==> config.mk <==
export PLATFORM = sky130hd
export DESIGN_NAME = brs_board_reset_supervisor
export DESIGN_NICKNAME = d
export VERILOG_FILES = /design/src/brs_pkg.sv /design/src/brs_board_reset_supervisor.sv /design/src/brs_pattern_searcher.sv
export SDC_FILE = /design/constraint.sdc
export NUM_CORES = 1
export LEC_CHECK = 0
export BUFFER_PORTS_ARGS = -buffer_cell sky130_fd_sc_hd__buf_2
export CORE_MARGIN = 2
export CORE_UTILIZATION = 50
export CTS_CLUSTER_DIAMETER = 40
export DETAILED_ROUTE_END_ITERATION = 8
export PLACE_DENSITY_LB_ADDON = 0.1
export SLEW_MARGIN = 15
export SYNTH_ARGS = -nofsm -noshare
export SYNTH_HDL_FRONTEND = slang
export SYNTH_SLANG_ARGS = --single-unit
==> constraint.sdc <==
create_clock -name pclk -period 4.3 [get_ports pclk]
set_input_delay 0.215 -clock pclk [delete_from_list [all_inputs] [get_ports pclk]]
set_output_delay 0.215 -clock pclk [all_outputs]
set_load 0.01 [all_outputs]
==> src/brs_pkg.sv <==
// shared constants, types and helpers of the board reset supervisor
// assumes a single 100 MHz register clock; all pins arrive asynchronously
package brs_pkg;

    localparam int unsigned CLK_PERIOD_NS = 10;
    localparam int unsigned NS_PER_MS = 1_000_000;

    localparam int unsigned WDOG_TIMEOUT_MS = 1000;
    localparam int unsigned HOLD_TIME_MS = 250;
    localparam int unsigned DEBOUNCE_TIME_MS = 10;
    localparam int unsigned REMOTE_TIMEOUT_MS = 1000;
    localparam int unsigned WDOG_CYCLES = WDOG_TIMEOUT_MS * NS_PER_MS / CLK_PERIOD_NS;
    localparam int unsigned HOLD_CYCLES = HOLD_TIME_MS * NS_PER_MS / CLK_PERIOD_NS;
    localparam int unsigned DEBOUNCE_CYCLES = DEBOUNCE_TIME_MS * NS_PER_MS / CLK_PERIOD_NS;
    localparam int unsigned REMOTE_CYCLES = REMOTE_TIMEOUT_MS * NS_PER_MS / CLK_PERIOD_NS;

    // nominal bit period of the local timing recovery
    localparam int unsigned RECOV_BIT_NS = 125;
    localparam int unsigned RECOV_BIT_CYCLES = RECOV_BIT_NS / CLK_PERIOD_NS;

    localparam int unsigned PN_STAGES = 8;
    localparam int unsigned PN_LENGTH = 255;

    // register byte offsets
    localparam logic [7:0] OFS_WDOG = 8'h00;
    localparam logic [7:0] OFS_CAUSE = 8'h04;
    localparam logic [7:0] OFS_REMOTE_ACK = 8'h08;
    localparam logic [7:0] OFS_IRQ_STATUS = 8'h0c;
    localparam logic [7:0] OFS_IRQ_ENABLE = 8'h10;
    localparam logic [7:0] OFS_IRQ_CLEAR = 8'h14;
    localparam logic [7:0] OFS_JUMPERS = 8'h18;

    // event bits of status, enable and clear
    localparam int unsigned EV_REMOTE = 0;
    localparam int unsigned EV_WDOG = 1;
    localparam int unsigned EV_MANUAL = 2;
    localparam int unsigned EV_POWER = 3;

    // reset cause bits
    localparam int unsigned CAUSE_POWER = 0;
    localparam int unsigned CAUSE_MANUAL = 1;
    localparam int unsigned CAUSE_WDOG = 2;
    localparam int unsigned CAUSE_REMOTE = 3;

    localparam logic [3:0] CAUSE_RESET = 4'h1;
    localparam logic [3:0] IRQ_ENABLE_RESET = 4'h0;

    typedef enum logic [1:0] {
        DECODE_NRZ,
        DECODE_NRZI,
        DECODE_BYPASS,
        DECODE_BYPASS_ALT
    } brs_decode_t;

    typedef struct packed {
        logic strobe;
        logic data;
    } brs_bit_t;

    typedef struct packed {
        logic wdog_en;
        logic nmi_en;
        logic clk_sel;
        brs_decode_t decode;
        logic [3:0] pattern;
    } brs_jumper_t;

    // feedback taps (x^7..x^0) of the twelve supported degree-8 primitive polynomials
    function automatic logic [7:0] brs_taps(input logic [3:0] sel);
        case (sel)
            4'h0: return 8'h1d;
            4'h1: return 8'h2b;
            4'h2: return 8'h2d;
            4'h3: return 8'h4d;
            4'h4: return 8'h5f;
            4'h5: return 8'h63;
            4'h6: return 8'h65;
            4'h7: return 8'h69;
            4'h8: return 8'h71;
            4'h9: return 8'h87;
            4'ha: return 8'h8d;
            4'hb: return 8'ha9;
            default: return 8'h00;
        endcase
    endfunction : brs_taps

    function automatic logic [31:0] brs_word4(input logic [3:0] v);
        return {28'h0, v};
    endfunction : brs_word4

endpackage : brs_pkg

==> src/brs_board_reset_supervisor.sv <==
// board reset supervisor: watchdog, manual and power reset, cause record, remote pn reset
// assumes an apb master on pclk; all board pins are asynchronous and are synchronised here
//
// Behaviour
// - board reset when the watchdog location goes one second without access
// - watchdog jumper disables the watchdog; then it never resets
// - pushbutton or debug contacts reset after debounce, held 250 ms after the debounced release
// - reset held while supply is bad and 250 ms after it is good
// - cause of last reset readable as four bits: power, manual, watchdog, remote
// - serial data of radio port d is searched continuously for a 255-bit pattern
// - selector jumper picks one of twelve pn sequences
// - timing recovery gives nrz or nrzi bits, or is bypassed entirely
// - selector chooses recovered bit clock or modem clock for the search in nrz and nrzi; both bypass settings always use the modem clock
// - remote reset path works with no software or serial controller
// - detection raises nmi when the nmi jumper allows it
// - hard reset if software does not answer the detection within one second
`timescale 1ns/1ps
module brs_board_reset_supervisor #(
    parameter int unsigned WDOG_LIMIT = brs_pkg::WDOG_CYCLES,
    parameter int unsigned HOLD_LIMIT = brs_pkg::HOLD_CYCLES,
    parameter int unsigned DEBOUNCE_LIMIT = brs_pkg::DEBOUNCE_CYCLES,
    parameter int unsigned REMOTE_LIMIT = brs_pkg::REMOTE_CYCLES
) (
    // apb slave
    input wire logic pclk,
    input wire logic presetn,
    input wire logic [7:0] paddr,
    input wire logic psel,
    input wire logic penable,
    input wire logic pwrite,
    input wire logic [31:0] pwdata,
    output logic [31:0] prdata,
    output logic pready,
    output logic pslverr,
    // board reset and interrupts
    input wire logic power_good,
    input wire logic reset_pushbutton_n,
    input wire logic debug_reset_contacts_n,
    output logic board_reset_n,
    output logic nmi,
    output logic irq,
    // configuration jumpers
    input wire logic watchdog_enable_jumper,
    input wire logic nmi_enable_jumper,
    input wire logic detector_clock_select,
    input wire logic [1:0] line_decode_select,
    input wire logic [3:0] pattern_select,
    // radio port d
    input wire logic rx_data,
    input wire logic rx_clk
);
    import brs_pkg::*;

    // synchronisers: every pin passes two flops
    logic [13:0] pin_raw;
    logic [13:0] pin_meta;
    logic [13:0] pin_sync;
    brs_jumper_t jp;
    logic pwr_ok;
    logic contact_closed;
    logic line;
    logic mclk;

    assign pin_raw = {watchdog_enable_jumper, nmi_enable_jumper, detector_clock_select, line_decode_select,
                      pattern_select, power_good, reset_pushbutton_n, debug_reset_contacts_n, rx_data, rx_clk};
    assign jp = brs_jumper_t'(pin_sync[13:5]);
    assign pwr_ok = pin_sync[4];
    assign contact_closed = !pin_sync[3] || !pin_sync[2];
    assign line = pin_sync[1];
    assign mclk = pin_sync[0];

    always_ff @(posedge pclk or negedge presetn) begin
        if (!presetn) begin
            pin_meta <= 14'h0000;
            pin_sync <= 14'h0000;
        end else begin
            pin_meta <= pin_raw;
            pin_sync <= pin_meta;
        end
    end

    // apb decode
    logic setup;
    logic access;
    logic wr;
    logic sel_wdog;
    logic sel_cause;
    logic sel_ack;
    logic sel_status;
    logic sel_enable;
    logic sel_clear;
    logic sel_jumpers;
    logic mapped;
    logic kick;
    logic ack;
    logic [3:0] clr;

    assign setup = psel && !penable;
    assign access = psel && penable;
    assign wr = access && pwrite;
    assign sel_wdog = paddr == OFS_WDOG;
    assign sel_cause = paddr == OFS_CAUSE;
    assign sel_ack = paddr == OFS_REMOTE_ACK;
    assign sel_status = paddr == OFS_IRQ_STATUS;
    assign sel_enable = paddr == OFS_IRQ_ENABLE;
    assign sel_clear = paddr == OFS_IRQ_CLEAR;
    assign sel_jumpers = paddr == OFS_JUMPERS;
    assign mapped = sel_wdog || sel_cause || sel_ack || sel_status || sel_enable || sel_clear || sel_jumpers;
    assign kick = access && sel_wdog;
    assign ack = wr && sel_ack && pwdata[0];
    assign clr = (wr && sel_clear) ? pwdata[3:0] : 4'h0;
    assign pready = 1'b1;

    // debounce of the reset contacts
    logic manual_db;
    logic [31:0] db_count;

    always_ff @(posedge pclk or negedge presetn) begin
        if (!presetn) begin
            manual_db <= 1'b0;
            db_count <= 32'h0;
        end else if (contact_closed == manual_db) begin
            db_count <= 32'h0;
        end else if (db_count == 32'(DEBOUNCE_LIMIT - 1)) begin
            manual_db <= contact_closed;
            db_count <= 32'h0;
        end else begin
            db_count <= db_count + 32'h1;
        end
    end

    // watchdog
    logic [31:0] wd_count;
    logic wd_fire;

    assign wd_fire = jp.wdog_en && board_reset_n && !kick && wd_count == 32'(WDOG_LIMIT - 1);

    always_ff @(posedge pclk or negedge presetn) begin
        if (!presetn) begin
            wd_count <= 32'h0;
        end else if (!jp.wdog_en || !board_reset_n || kick || wd_fire) begin
            wd_count <= 32'h0;
        end else begin
            wd_count <= wd_count + 32'h1;
        end
    end

    // bit timing recovery on the sampled port d line
    logic line_prev;
    logic mclk_prev;
    logic nrzi_ref;
    logic [7:0] phase;
    logic bypass;
    logic rec_strobe;
    logic modem_strobe;
    brs_bit_t bit_out;

    assign bypass = jp.decode == DECODE_BYPASS || jp.decode == DECODE_BYPASS_ALT;
    assign rec_strobe = !bypass && phase == 8'(RECOV_BIT_CYCLES / 2);
    assign modem_strobe = mclk && !mclk_prev;
    // bypass has no local timing, so the modem clock is the only source then
    assign bit_out.strobe = (bypass || jp.clk_sel) ? modem_strobe : rec_strobe;
    assign bit_out.data = (jp.decode == DECODE_NRZI) ? (line == nrzi_ref) : line;

    always_ff @(posedge pclk or negedge presetn) begin
        if (!presetn) begin
            line_prev <= 1'b0;
            mclk_prev <= 1'b0;
            nrzi_ref <= 1'b0;
            phase <= 8'h00;
        end else begin
            line_prev <= line;
            mclk_prev <= mclk;
            if (bit_out.strobe) begin
                nrzi_ref <= line;
            end
            if (line != line_prev || phase == 8'(RECOV_BIT_CYCLES - 1)) begin
                phase <= 8'h00;
            end else begin
                phase <= phase + 8'h01;
            end
        end
    end

    logic detect;

    brs_pattern_searcher u_searcher (
        .pclk(pclk),
        .presetn(presetn),
        .bit_in(bit_out),
        .pattern(jp.pattern),
        .detect(detect)
    );

    // remote reset: runs purely in hardware so a crashed processor is still reset
    logic rem_pending;
    logic [31:0] rem_count;
    logic rem_fire;

    assign rem_fire = rem_pending && !detect && rem_count == 32'(REMOTE_LIMIT - 1);
    assign nmi = rem_pending && jp.nmi_en;

    always_ff @(posedge pclk or negedge presetn) begin
        if (!presetn) begin
            rem_pending <= 1'b0;
            rem_count <= 32'h0;
        end else if (detect) begin
            rem_pending <= 1'b1;
            rem_count <= 32'h0;
        end else if (ack || rem_fire) begin
            rem_pending <= 1'b0;
            rem_count <= 32'h0;
        end else if (rem_pending) begin
            rem_count <= rem_count + 32'h1;
        end
    end

    // reset sequencer and cause record
    logic hold_src;
    logic [31:0] hold_cnt;
    logic [3:0] cause;
    logic [3:0] next_cause;

    assign hold_src = !pwr_ok || manual_db || wd_fire || rem_fire;

    always_comb begin
        next_cause = cause;
        if (!pwr_ok) begin
            next_cause = 4'h0;
            next_cause[CAUSE_POWER] = 1'b1;
        end else if (manual_db) begin
            next_cause = 4'h0;
            next_cause[CAUSE_MANUAL] = 1'b1;
        end else if (wd_fire) begin
            next_cause = 4'h0;
            next_cause[CAUSE_WDOG] = 1'b1;
        end else if (rem_fire) begin
            next_cause = 4'h0;
            next_cause[CAUSE_REMOTE] = 1'b1;
        end
    end

    always_ff @(posedge pclk or negedge presetn) begin
        if (!presetn) begin
            hold_cnt <= 32'(HOLD_LIMIT);
            board_reset_n <= 1'b0;
            cause <= CAUSE_RESET;
        end else begin
            hold_cnt <= hold_src ? 32'(HOLD_LIMIT) : (hold_cnt != 32'h0 ? hold_cnt - 32'h1 : 32'h0);
            board_reset_n <= !hold_src && hold_cnt == 32'h0;
            cause <= next_cause;
        end
    end

    // interrupt status, enable and clear; a new event wins over a clear
    logic [3:0] events;
    logic [3:0] irq_status;
    logic [3:0] irq_enable;
    logic manual_prev;
    logic pwr_prev;

    assign events = {pwr_prev && !pwr_ok, manual_db && !manual_prev, wd_fire, detect};
    assign irq = |(irq_status & irq_enable);

    always_ff @(posedge pclk or negedge presetn) begin
        if (!presetn) begin
            irq_status <= 4'h0;
            irq_enable <= IRQ_ENABLE_RESET;
            manual_prev <= 1'b0;
            pwr_prev <= 1'b0;
        end else begin
            irq_status <= (irq_status & ~clr) | events;
            manual_prev <= manual_db;
            pwr_prev <= pwr_ok;
            if (wr && sel_enable) begin
                irq_enable <= pwdata[3:0];
            end
        end
    end

    // read data captured in the setup cycle, presented in the access cycle
    logic [31:0] rd_mux;

    assign rd_mux = sel_cause ? brs_word4(cause) :
                    sel_status ? brs_word4(irq_status) :
                    sel_enable ? brs_word4(irq_enable) :
                    sel_jumpers ? {23'h0, pin_sync[13:5]} : 32'h0;

    always_ff @(posedge pclk or negedge presetn) begin
        if (!presetn) begin
            prdata <= 32'h0;
            pslverr <= 1'b0;
        end else if (setup) begin
            prdata <= pwrite ? 32'h0 : rd_mux;
            pslverr <= !mapped;
        end
    end
endmodule : brs_board_reset_supervisor

==> src/brs_pattern_searcher.sv <==
// pn pattern searcher: checks the decoded bit stream against one lfsr recurrence
// assumes bit_in arrives on pclk with a one-cycle strobe per bit
`timescale 1ns/1ps
module brs_pattern_searcher (
    // clock and reset
    input wire logic pclk,
    input wire logic presetn,
    // bit stream
    input brs_pkg::brs_bit_t bit_in,
    input wire logic [3:0] pattern,
    // result
    output logic detect
);
    import brs_pkg::*;

    logic [7:0] hist;
    logic [7:0] run;
    logic [7:0] taps;
    logic [7:0] next_hist;
    logic predicted;
    logic good;
    logic [7:0] next_run;

    assign taps = brs_taps(pattern);
    assign next_hist = {bit_in.data, hist[7:1]};
    assign predicted = ^(hist & taps);
    // any 8 nonzero bits obeying the recurrence are a phase of the m-sequence
    assign good = (bit_in.data == predicted) && (hist != 8'h00);
    assign detect = bit_in.strobe && good && (run == 8'(PN_LENGTH - 1));

    always_comb begin
        next_run = run;
        if (taps == 8'h00 || next_hist == 8'h00) begin
            next_run = 8'h00;
        end else if (run < 8'(PN_STAGES)) begin
            next_run = run + 8'h01;
        end else if (!good) begin
            // the bits just seen may seed a fresh sequence
            next_run = 8'(PN_STAGES);
        end else if (run != 8'hff) begin
            next_run = run + 8'h01;
        end
    end

    // searching never stops and needs no software
    always_ff @(posedge pclk or negedge presetn) begin
        if (!presetn) begin
            hist <= 8'h00;
            run <= 8'h00;
        end else if (bit_in.strobe) begin
            hist <= next_hist;
            run <= next_run;
        end
    end
endmodule : brs_pattern_searcher

---- Word level (Yosys, flattened, before mapping) ----
Memory sizes are Yosys's and may differ from the RTL's.
Index checks and enable logic that the tools add are counted.
operators by class
  $add $sub $neg .......................... 6
  $lt $le $gt $ge ......................... 1
  equal/unequal tests ..................... 22
  mux-type cells .......................... 27
  bitwise gates (word level) .............. 6
  reductions and logical operators ........ 65
operator list
  cell                     number
  $mux W32                 8
  $add A32 B1 Y32 const B  3
  $eq A32 B27 Y1 const B   2
  $mux W9                  5
  $mux W8                  5
  $eq A32 B20 Y1 const B   1
  $logic_not A32 Y1        1
  $reduce_bool A32 Y1      1
  $sub A32 B1 Y32 const B  1
  $eq A8 B4 Y1 const B     3
  $eq A8 B5 Y1 const B     3
  $logic_not A8 Y1         3
  $logic_and A1 B1 Y1      22
  $mux W4                  5
  $logic_or A1 B1 Y1       18
  $add A8 B1 Y8 const B    2
  $eq A8 B3 Y1 const B     2
  $logic_not A1 Y1         13
  $and A4 B4 Y4            2
  $and A8 B8 Y8            1
  $eq A8 B8 Y1 const B     1
  $lt A8 B4 Y1 const B     1
  $ne A8 B8 Y1 const B     1
  $reduce_bool A8 Y1       1
  15 further kinds         22
word-level totals
  flip-flop bits (word level) ............. 233
  memory bits (read-only) ................. 128
  input port bits ......................... 59
  output and inout port bits .............. 37
  word-level logic and storage cells ...... 150
  memories kept ........................... 1
memories
  memory            words  width  read ports  clocked after memory_dff  wr ports  RTL line       text
  (name not given)  16     8      1           0                         0         brs_pkg.sv:70  case (sel)

---- Logic depth before layout (Yosys ltp) ----
Gate-level depths: netlist (run 1).
  word-level depth ........................ 14
  gate-level depth with buffers ........... 11
  depth with buffers taken out ............ 10

---- Hierarchy ----
Synthesis (run 1) repeated with hierarchy kept, for this count alone.
second synthesis, totals
  cell total of the unflattened synthesis .. 1018
  area, all modules ....................... 10337.4 um2
modules (own cells, without submodules)
  module                      instances  cells an instance  area an instance (um2)  seq. area each (um2)
  brs_board_reset_supervisor  1          898                9176.3                  4870.9
  brs_pattern_searcher        1          120                1161.1                  400.4

---- Least setup slack after synthesis (run 1) ----
No wires, ideal clock.
  kind .................................... register to register
  start ................................... register pin_sync[5]
  end ..................................... register u_searcher.run[2]
  setup time .............................. 0.137 ns
  data arrival time ....................... 2.843 ns
  required time ........................... 4.163 ns
  path slack .............................. 1.320 ns
  stages on the path, launching flop included .. 11
  buffers on the path ..................... 0
  clock period less this slack ............ 2.980 ns
  path through ............................ dfrtp_1 > inv_1 > ha_1 > xor2_1 > o211ai_1 > xor2_1 > xnor3_1 > xnor3_2 > o31ai_4 > nand2b_4 > o311ai_2
between the ends
  longest elaborated chain between the ends .. 8
  elaborated cells between the ends (all ways) .. 12
  classes of those cells .................. 2 x eq/ne; 3 x mux; 1 x bitwise; 5 x reduce/logical; 1 x memory
RTL lines
  item                      RTL line                          text
  start: declaration        brs_board_reset_supervisor.sv:57  logic [13:0] pin_sync;
  start signal: assignment  brs_board_reset_supervisor.sv:78  pin_sync <= pin_meta;
  $mem_v2 Z16 W8 *          --
  $and A8 B8 Y8             brs_pattern_searcher.sv:26        assign predicted = ^(hist & taps);
  $reduce_xor A8 Y1         brs_pattern_searcher.sv:26
  $eq A1 B1 Y1              brs_pattern_searcher.sv:28        assign good = (bit_in.data == predicted) && (hist != 8'h00);
  $logic_and A1 B1 Y1       brs_pattern_searcher.sv:28
  $mux W8                   brs_pattern_searcher.sv:37        end else if (!good) begin
  $mux W8                   brs_pattern_searcher.sv:35        end else if (run < 8'(PN_STAGES)) begin
  $mux W8                   brs_pattern_searcher.sv:33        if (taps == 8'h00 || next_hist == 8'h00) begin
  end signal: assignment    brs_pattern_searcher.sv:52        run <= next_run;
  end: declaration          brs_pattern_searcher.sv:17        logic [7:0] run;
Mark *: on every way between the ends. The rest lies on a longest branch, timed or not.
A chain may end at the register's enable or synchronous reset.

---- Worst setup path in the final report (run 1) ----
  start ................................... register pin_sync[5]
  end ..................................... register rem_count[18]
between the ends
  longest elaborated chain between the ends .. 13
  elaborated cells between the ends (all ways) .. 14
  classes of those cells .................. 1 x eq/ne; 2 x mux; 1 x bitwise; 9 x reduce/logical; 1 x memory
RTL lines
  item                                 RTL line                           text
  $mem_v2 Z16 W8 *                     --
  $and A8 B8 Y8 *                      brs_pattern_searcher.sv:26
  $reduce_xor A8 Y1 *                  brs_pattern_searcher.sv:26
  $eq A1 B1 Y1 *                       brs_pattern_searcher.sv:28
  $logic_and A1 B1 Y1 *                brs_pattern_searcher.sv:28
  $logic_and A1 B1 Y1 * (2 in series)  brs_pattern_searcher.sv:29         assign detect = bit_in.strobe && good && (run == 8'(PN_LENGTH - 1));
  $logic_not A1 Y1                     brs_board_reset_supervisor.sv:200  assign rem_fire = rem_pending && !detect && rem_count == 32'(REMOTE_LIMIT - 1);
  $logic_and A1 B1 Y1 (2 in series)    brs_board_reset_supervisor.sv:200
  $logic_or A1 B1 Y1                   brs_board_reset_supervisor.sv:210  end else if (ack || rem_fire) begin
  $mux W32                             brs_board_reset_supervisor.sv:210
  $mux W32                             brs_board_reset_supervisor.sv:207  end else if (detect) begin
  end signal: assignment               brs_board_reset_supervisor.sv:214  rem_count <= rem_count + 32'h1;
  end: declaration                     brs_board_reset_supervisor.sv:197  logic [31:0] rem_count;
Marks and branches as above.

==> out/metrics.csv, run 1 <==
metric,value,unit
run_status,completed,
synth-edff-count,0,
rows,52,
numCtsBuffers,35,
dp_cells,1337,
grt.total_usage,20.2,%
synth_cell_types,66,
final_cells,1417,
drv_cap,0,
synthTopCellsByArea,"dfrtp_1 (47%), nor2_1 (5.9%), xor2_1 (5.0%), dfstp_2 (3.3%), nand2_1 (3.3%)",
drive_gt1_share,13.9,%
hold_ws,0.147,ns
overflow,0,
setup_viol,0,
core_area,20300,sq um
power_density,449,nW/um^2
cts_tree,built,
setup.worst_path.class,register to register,
antenna_left,0,
crit_required,4.64,ns
final_cell_mix,"dfrtp_1 (197), nor2_1 (163), nand2_1 (90), nand3_1 (64), xor2_1 (59)",
timing.final.crit_period,3.48,ns
yosys_warnings,0,
slew_headroom,33.0,%
finalHoldViolCount,0,
die_h,148,um
io_pins,96,
synthToLayoutAreaGrowth,16.4,%
wl_per_cell,15.2,um
fmax,287,MHz
rsz0062_at_grt,no,
ir_drop,354,uV
n_antenna_cell,0,
final_common_cell,dfrtp_1,
clock_sinks,210,
start_util,51.1,%
cp_max_fo,18,
setup-tns-final,0,ns
crit_arrival,3.83,ns
syn_area,10400,sq um
port_buffers,43,
dieArea,21900,sq um
cts_resized,0,
synth.avg_cell_area,9.87,sq um
ys_seq_elements,210,
htree_levels,2,
grt_max_degree,137,
vias_per_cell,5.43,
antenna_found_initial,0,
drt_pass1_iterations,4,
post-route-period-util,81.0,%
end_kind,register,
routed_wl,21500,um
grt_pass1_wl,36700,um
vias,7696,
dp_hpwl,13900,um
startpoint_type,register,
ctsLongestPathBuffers,3,
syn_inst,1052,
yosysTopAreaCell,dfrtp_1,
clk_latency,0.50,ns
cts_hold_buf,19,
ys_seq_area_share,50.8,%
p_leak,5.19,nW
slew_violations,0,
die_w,148,um
fin_skew,0.0188,ns
cts_setup_buffers,0,
grt_pass1_vias,7488,
synth_top_area_share,47.5,%
drt_iter0_markers,536,
drc,0,
nets,1196,
clkTransAtPathRegs,0.05,ns
async_flop_share,100,%
cts-root-buf,clkbuf_16,
worstMarginPinSlew,1.00,ns
place_congestion,0.794,
synth_ff_type,dfrtp_1,
worst_hold_path_type,input port to register,
==> per-stage QoR <==
stage	area (sq um)	power (mW)	util, %	setup slack [ns]
after floorplan	10500	2.64	-	1.32
after global placement	10800	2.77	53.0	0.823
after detailed placement	10800	2.78	53.0	0.815
after CTS	12100	5.50	59.5	0.779
after global routing	12100	5.67	59.5	0.575
final	12100	5.43	59.5	0.816
==> final timing paths <==
path | start | end | slack, ns | depth (start not counted)
max | pin_sync[5]$_DFF_PN0_ | rem_count[18]$_DFFE_PN0P_ | 0.82 | 11
min | pwrite | prdata[0]$_DFFE_PN0P_ | 0.15 | 3
max reg2reg | pin_sync[5]$_DFF_PN0_ | rem_count[18]$_DFFE_PN0P_ | 0.82 | 11
min reg2reg | pin_meta[0]$_DFF_PN0_ | pin_sync[0]$_DFF_PN0_ | 0.35 | 0
max in group asynchronous | presetn | hold_cnt[18]$_DFF_PN1_ | 2.91 | 3
min in group asynchronous | presetn | prdata[4]$_DFFE_PN0P_ | 0.42 | 2
==> final cells by class <==
type                       instances  area, sq um
timing repair buffer              69          493
clock inverter                    22          218
inverter                          27          101
tap                              270          338
fill                            1756         8220
sequential                       210         5270
clock buffer                      39          911
multi-input combinational        780         4750
==> layer usage <==
layer / vias to the layer above / GRT usage [%] / wire, um
met4: 0 / 7.62 / 597
met2: 130 / 32.4 / 9890
met5: - / 0 / 0
li1: 3798 / - / -
met1: 3722 / 28.0 / 10200
met3: 46 / 3.25 / 755
==> where the power goes <==
group / internal (mW) / switching (mW)
Clock: 1.67 / 1.00
Sequential: 2.09 / 0.115
Combinational: 0.258 / 0.302
==> critical path, stage by stage (launching register included) <==
cell	delay, ns
dfrtp_1	0.46
inv_1	0.10
ha_1	0.34
nand2b_1	0.17
a41oi_2	0.21
xor2_1	0.16
xnor3_1	0.41
xnor3_2	0.49
or2_4	0.29
nor2_4	0.41
buf_12	0.23
a311oi_2	0.06
==> cells in the mapped netlist, types with 25 or more instances <==
cell and n:
nand3_1 64, dfrtp_1 197, nand4_1 26, xor2_1 59, a21oi_1 31, buf_4 25
nor3_1 30, nand2_1 90, o21ai_0 35, xnor2_1 33, inv_1 27, nor2_1 163
==> kinds of logic after synthesis <==
kind of cell,share of synthesized area (%)
buf+inv,4.28
fa+ha+maj,1.69
compound gates,10.3
flops,50.8
other cells,0.0723
xor+xnor,8.21
mux,1.68
simple gates,23.1
==> flip-flops by register name (all words and copies together) (netlist names), 4 cells and up <==
register	flops
hold_cnt	32
pin_sync	14
prdata	9
rem_count	32
irq_status	4
db_count	32
wd_count	32
u_searcher.hist	8
u_searcher.run	8
irq_enable	4
phase	8
pin_meta	14
cause	4
Power figures use the tool's default switching activity.
==> run 2: changes to the inputs <==
- ABC_AREA: default -> 1
- clock period: 4.3 -> 2.8 ns (I/O delays scaled with it)
==> run 2 against run 1 <==
Effect of this change: power rose by 63%; clock power rose by 72%; die area rose by 8.4%; design area rose by 10%; sequential share of layout area fell by 4.0 points; fmax rose by 38%; clock-buffer cell count rose by 9; synthesized area rose by 8.6%; critical endpoint is now hold_cnt[11]$_DFF_PN1_; highest routed layer unchanged.
==> out/metrics.csv, run 2 <==
metric,value,unit,change
ys_seq_elements,210,,unchanged
synthTopCellsByArea,"dfrtp_1 (44%), nand2_1 (8.5%), nor2_1 (5.9%), inv_1 (5.4%), nand4_1 (3.9%)",,
nets,1555,,+30%
port_buffers,43,,unchanged
cts-root-buf,clkbuf_16,,
n_antenna_cell,0,,unchanged
slew_violations,0,,unchanged
io_pins,96,,unchanged
dieArea,23800,sq um,+8.4%
drc,0,,unchanged
wl_per_cell,14.3,um,-5.5%
hold_end,prdata[2]$_DFFE_PN0P_,,
post-route-cell-area,13300,sq um,+10%
rsz0062_at_grt,no,,
finalHoldViolCount,0,,unchanged
clk_latency,0.51,ns,about the same
antenna_found_initial,0,,unchanged
dp_hpwl,17600,um,+27%
yosysTopAreaCell,dfrtp_1,,
fin_skew,0.0218,ns,+0.00301 ns
cts_tree,built,,
clock_sinks,210,,unchanged
ir_drop,467,uV,+32%
r2r_start,pin_sync[5]$_DFF_PN0_,,
start_util,51.4,%,+0.22 points
vias,9379,,+22%
synth.most_common_cell,nand2_1,,
run_status,completed,,
setup-tns-final,0,ns,unchanged
timing.final.crit_period,2.53,ns,-0.954 ns
drive_gt1_share,11.9,%,-2.0 points
setup_viol,0,,unchanged
core_area,22000,sq um,+8.2%
combPwrFrac,9.8,%,-0.5 points
crit_arrival,2.95,ns,-0.88 ns
numCtsBuffers,37,,+5.7%
die_w,154,um,+4.1%
synth_cell_types,55,,-17%
clkPwrFrac,51.8,%,+2.6 points
power_density,668,nW/um^2,+49%
grt_max_degree,71,,-48%
switchingPower,2.30,mW,+62%
synthToLayoutAreaGrowth,17.9,%,
p_int,6.58,mW,+64%
final.fill_count,1950,,+11%
final_cells,1790,,+26%
die_h,154,um,+4.1%
seq_power_share,38.4,%,-2.1 points
post-route-period-util,90.4,%,+9.3 points
drt_iter0_markers,441,,-18%
syn_area,11300,sq um,+8.6%
grt_pass1_vias,9186,,+23%
whs_path_depth,4,,+1
layout_setup_ws,0.270,ns,-0.546 ns
yosys_warnings,0,,unchanged
postPlaceCellArea,11800,sq um,+9.4%
startpoint_type,register,,
r2r-end,hold_cnt[11]$_DFF_PN1_,,
drt_pass1_iterations,8,,+4
post-place-ws,0.277,ns,-0.538 ns
synth_ff_type,dfrtp_1,,
routed_wl,25600,um,+19%
vias_per_cell,5.24,,-3.5%
rrSetupSlack,0.27,ns,-0.55 ns
htree_levels,2,,unchanged
grt_pass1_wl,43700,um,+19%
antenna_left,0,,unchanged
final_cell_mix,"nand2_1 (255), dfrtp_1 (197), nor2_1 (175), inv_1 (162), nand4_1 (70)",,
synth_top_area_share,43.7,%,-3.8 points
end_kind,register,,
r2r_cells,16,,+5
slew_headroom,60.2,%,+27 points
cp_max_fo,12,,-6
overflow,0,,unchanged
grt.total_usage,22.2,%,+2.0 points
worst_hold_path_type,input port to register,,
ctsLongestPathBuffers,3,,unchanged
fmax,395,MHz,+38%
min_from,pwrite,,
synth.avg_cell_area,8.10,sq um,-18%
syn_inst,1392,,+32%
drv_cap,0,,unchanged
dp_cells,1702,,+27%
setup.worst_path.class,register to register,,
p_leak,5.84,nW,+13%
ys_seq_area_share,46.7,%,-4.0 points
clkTransAtPathRegs,0.05,ns,about the same
async_flop_share,100,%,unchanged
place_congestion,0.870,,+9.6%
synth-edff-count,0,,unchanged
sw_frac_of_total,25.9,%,-0.23 points
final_common_cell,nand2_1,,
synth_commonest_cells,"nand2_1 (255), dfrtp_1 (197), nor2_1 (176)",,
worstMarginPinSlew,0.593,ns,-0.412 ns
rows,54,,+3.8%
crit_required,3.22,ns,-1.42 ns
run 2: cell count changes in the layout (fill, tap and decap cells not counted), moves of 11 or more:
cell | previous run | this run
nand2b_1 | 11 | 0
a311oi_2 | 11 | 0
nor2_1 | 163 | 175
o21ai_1 | 7 | 31
mux2_2 | 11 | 0
and3_1 | 24 | 5
nand2_1 | 90 | 255
nand4_1 | 26 | 70
inv_1 | 27 | 162
nor4_1 | 16 | 34
nor3_1 | 30 | 69
o21ai_0 | 35 | 56
run 2: kinds of logic (layout without fill, tap and decap cells):
kind of cell / count (synthesis) / after routing / synth area share [%]
buffers and inverters: 216 / 312 / 8.26
adders and majority gates: 14 / 14 / 1.55
DFF: 210 / 210 / 46.7
other: 2 / 24 / 0.0666
AOI/OAI and AO/OA: 150 / 150 / 7.46
and+or+nand+nor: 720 / 720 / 29.7
xor gates and xnor gates: 80 / 80 / 6.21
run 2: critical path, cell delays in order, from the launching register on:
cell	delay, ns
dfrtp_1	0.42
inv_1	0.10
ha_1	0.35
nand2_1	0.10
nand2_1	0.06
a21oi_1	0.13
nand3_1	0.13
nand2_1	0.10
nand2_1	0.05
nand3_1	0.08
nand3_1	0.09
nand2_2	0.11
nand3_4	0.11
nand3_4	0.13
nand2_4	0.06
inv_2	0.25
o21ai_0	0.15
run 2: cell type report:
type	count	area (sq um)	area share, %
Inverter	166	623	4.69
Clock buffer	48	1080	8.12
Timing Repair Buffer	79	593	4.46
Tap cell	280	350	2.63
Clock inverter	19	219	1.65
Multi-Input combinational cell	988	5160	38.8
Sequential cell	210	5270	39.6
run 2: stage by stage:
stage,hold slack (ns),util (%),total power [mW]
after global placement,0.149,53.6,4.27
after global routing,0.0712,60.6,9.28
after floorplan,-0.156,-,4.06
final,0.0353,60.6,8.88
after CTS,0.0172,60.5,8.98
after detailed placement,0.151,53.6,4.29
run 2: per-layer routing:
| layer | wire length (um) | GRT usage [%] | part of all wire, % |
|---|---|---|---|
| met1 | 11800 | 29.2 | 46 |
| met2 | 12000 | 37.0 | 47 |
| met3 | 1020 | 3.59 | 4.0 |
| met4 | 808 | 8.81 | 3.2 |
| met5 | 0 | 0 | 0 |
run 2: worst max-delay path by stage:
stage	startpoint	to	slack (ns)
finish	pin_sync[5]$_DFF_PN0_	hold_cnt[11]$_DFF_PN1_	0.27
global route	pin_sync[5]$_DFF_PN0_	hold_cnt[1]$_DFF_PN0_	0.008
CTS	pin_sync[6]$_DFF_PN0_	rem_count[0]$_DFFE_PN0P_	0.25
detailed placement	pin_sync[6]$_DFF_PN0_	rem_count[0]$_DFFE_PN0P_	0.28
global placement	pin_sync[5]$_DFF_PN0_	rem_count[0]$_DFFE_PN0P_	0.33
floorplan	pin_sync[5]$_DFF_PN0_	hold_cnt[12]$_DFF_PN1_	0.62
run 2: what timing repair did:
action,in CTS,in global routing
resized for setup,0,3
hold endpoints to repair,90,0
endpoints found under the setup margin,0,16
hold buffers,21,0
setup buffers,0,0
run 2: power by group through the flow:
stage / sequential, mW / clock (mW) / combinational (mW)
finish: 3.41 / 4.60 / 0.867
global route: 3.44 / 4.84 / 1.00
CTS: 3.41 / 4.70 / 0.875
detailed placement: 3.45 / 0 / 0.841
floorplan: 3.41 / 0 / 0.647
global placement: 3.45 / 0 / 0.824
==> run 3: changes to the inputs <==
- CORE_UTILIZATION: 50 -> 45
==> run 3 against run 2 <==
Effect of this change: critical path depth rose by 1; clock power rose by 1%; utilization fell by 6.0 points; largest cell class unchanged.
==> out/metrics.csv, run 3 (synthesized netlist as in run 2, its figures left out) <==
metric,value,unit,change
rsz0062_at_grt,no,,
drv_cap,0,,unchanged
final_cell_mix,"nand2_1 (255), dfrtp_1 (197), nor2_1 (175), inv_1 (162), nand4_1 (70)",,
setup_viol,0,,unchanged
crit_required,3.18,ns,-0.04 ns
postPlaceCellArea,11800,sq um,+0.53%
p_leak,5.85,nW,about the same
die_h,162,um,+5.3%
final.fill_count,2310,,+18%
drive_gt1_share,11.7,%,-0.25 points
ir_drop,604,uV,+29%
wl_per_cell,14.2,um,-1.0%
clkTransAtPathRegs,0.05,ns,about the same
timing.final.crit_period,2.53,ns,-0.00493 ns
power.total,8.93,mW,+0.62%
crit_buf_inv,2,,unchanged
drc,0,,unchanged
numCtsBuffers,36,,-2.7%
grt_pass1_wl,43900,um,+0.51%
setup.worst_path.class,register to register,,
port_buffers,43,,unchanged
nets,1555,,unchanged
setup-tns-final,0,ns,unchanged
slew_headroom,53.3,%,-6.9 points
antenna_left,0,,unchanged
grt.total_usage,20.1,%,-2.1 points
routed_wl,26000,um,+1.3%
drt_iter0_markers,557,,+26%
drt_pass1_iterations,5,,-3
multiInputGateArea,5160,sq um,unchanged
end_kind,register,,
die_w,162,um,+5.3%
ctsLongestPathBuffers,3,,unchanged
start_util,46.1,%,-5.3 points
cp_top_family,simple AND/OR/NAND/NOR gates,,
clock_sinks,210,,unchanged
vias,9351,,-0.30%
rows,57,,+5.6%
power_density,669,nW/um^2,+0.26%
post-route-cell-area,13300,sq um,+0.36%
startpoint_type,register,,
finalHoldViolCount,0,,unchanged
cp_max_fo,13,,+1
cp_cell_sequence,inv_1 > ha_1 > nand2_1 > nand2_1 > a21oi_1 > nand3_1 > nand2_1 > nand2_1 > nand3_1 > nand2_1 > nand2_1 > nand2_2 > nand3_4 > nand3_4 > nand2_4 > buf_4 > nor2_1,,
n_antenna_cell,0,,unchanged
worstMarginPinSlew,0.701,ns,+0.108 ns
run_status,completed,,
cts_tree,built,,
overflow,0,,unchanged
final_common_cell,nand2_1,,
clk_latency,0.50,ns,about the same
post-route-period-util,90.2,%,-0.18 points
cts-root-buf,clkbuf_16,,
crit_arrival,2.91,ns,-0.04 ns
dieArea,26300,sq um,+11%
grt_max_degree,91,,+28%
seqCellArea,5270,sq um,unchanged
core_area,24500,sq um,+11%
slowest_delay,0.42,ns,about the same
synthToLayoutAreaGrowth,18.3,%,
antenna_found_initial,0,,unchanged
vias_per_cell,5.10,,-2.6%
place_congestion,0.857,,-1.6%
htree_levels,2,,unchanged
fmax,396,MHz,+0.20%
dp_hpwl,18100,um,+3.1%
crit_top_cell,nand2_1,,
grt_pass1_vias,9217,,+0.34%
worst_hold_path_type,input port to register,,
slew_violations,0,,unchanged
io_pins,96,,unchanged
fin_skew,0.0207,ns,-0.00113 ns
slowest_stage,dfrtp_1,,
run 3: changes by cell type in the layout (fill, tap and decap cells not counted), sizes merged:
cell and change:
inv -1, clkbuf -4, buf +1, clkinvlp -2, bufinv +4
run 3: per-stage QoR:
stage | std cells | hold slack, ns | setup slack, ns | util, %
floorplan | 1414 | -0.156 | 0.625 | -
global placement | 1747 | 0.220 | 0.262 | 48.4
detailed placement | 1747 | 0.218 | 0.201 | 48.4
CTS | 1832 | 0.0494 | 0.212 | 54.5
global route | 1832 | 0.101 | 0.00659 | 54.5
finish | 1832 | 0.0624 | 0.275 | 54.5
run 3: area by class of cell:
type,count,area share (%)
well taps,324,3.04
clock inverters,20,2.27
inverters,166,4.69
flip-flops and latches,210,39.5
multi-input cells,988,38.7
clock buffers,44,7.36
repair buffers,80,4.47
run 3: where the power goes:
| group | total [mW] | internal, mW | leakage (nW) | switching, mW |
|---|---|---|---|---|
| sequential | 3.40 | 3.23 | 2.75 | 0.170 |
| combinational | 0.872 | 0.329 | 2.48 | 0.543 |
| clock | 4.65 | 3.15 | 0.621 | 1.51 |
| total | 8.93 | 6.71 | 5.85 | 2.22 |
run 3: path summary, 6_finish.rpt:
check | slack, ns | start | cells past startpoint | endpoint
min reg2reg | 0.34 | pin_meta[6]$_DFF_PN0_ | 0 | pin_sync[6]$_DFF_PN0_
max | 0.27 | pin_sync[6]$_DFF_PN0_ | 17 | hold_cnt[31]$_DFF_PN0_
min | 0.06 | pwrite | 4 | prdata[2]$_DFFE_PN0P_
min in group asynchronous | 0.28 | presetn | 2 | rem_count[14]$_DFFE_PN0P_
max in group asynchronous | 1.71 | presetn | 3 | hold_cnt[16]$_DFF_PN1_
max reg2reg | 0.27 | pin_sync[6]$_DFF_PN0_ | 17 | hold_cnt[31]$_DFF_PN0_
run 3: what timing repair did:
action	4_1_cts	5_1_grt
endpoints found under the setup margin	0	6
endpoints found under the hold margin	108	0
resized for setup	0	4
hold buffers	21	0
buffers inserted	0	0
run 3: worst reg2reg max path, cell delays in order (launching register included):
cell     delay, ns
dfrtp_1       0.42
inv_1         0.12
ha_1          0.35
nand2_1       0.11
nand2_1       0.05
a21oi_1       0.12
nand3_1       0.12
nand2_1       0.10
nand2_1       0.05
nand3_1       0.08
nand2_1       0.06
nand2_1       0.07
nand2_2       0.08
nand3_4       0.09
nand3_4       0.13
nand2_4       0.19
buf_4         0.23
nor2_1        0.06
run 3: metal layers:
layer	share of wire [%]	GRT usage, %	up-vias
li1	-	-	4754
met1	46	26.8	4410
met2	48	33.7	148
met3	3.8	3.24	39
met4	2.2	6.32	0
met5	0	0	-
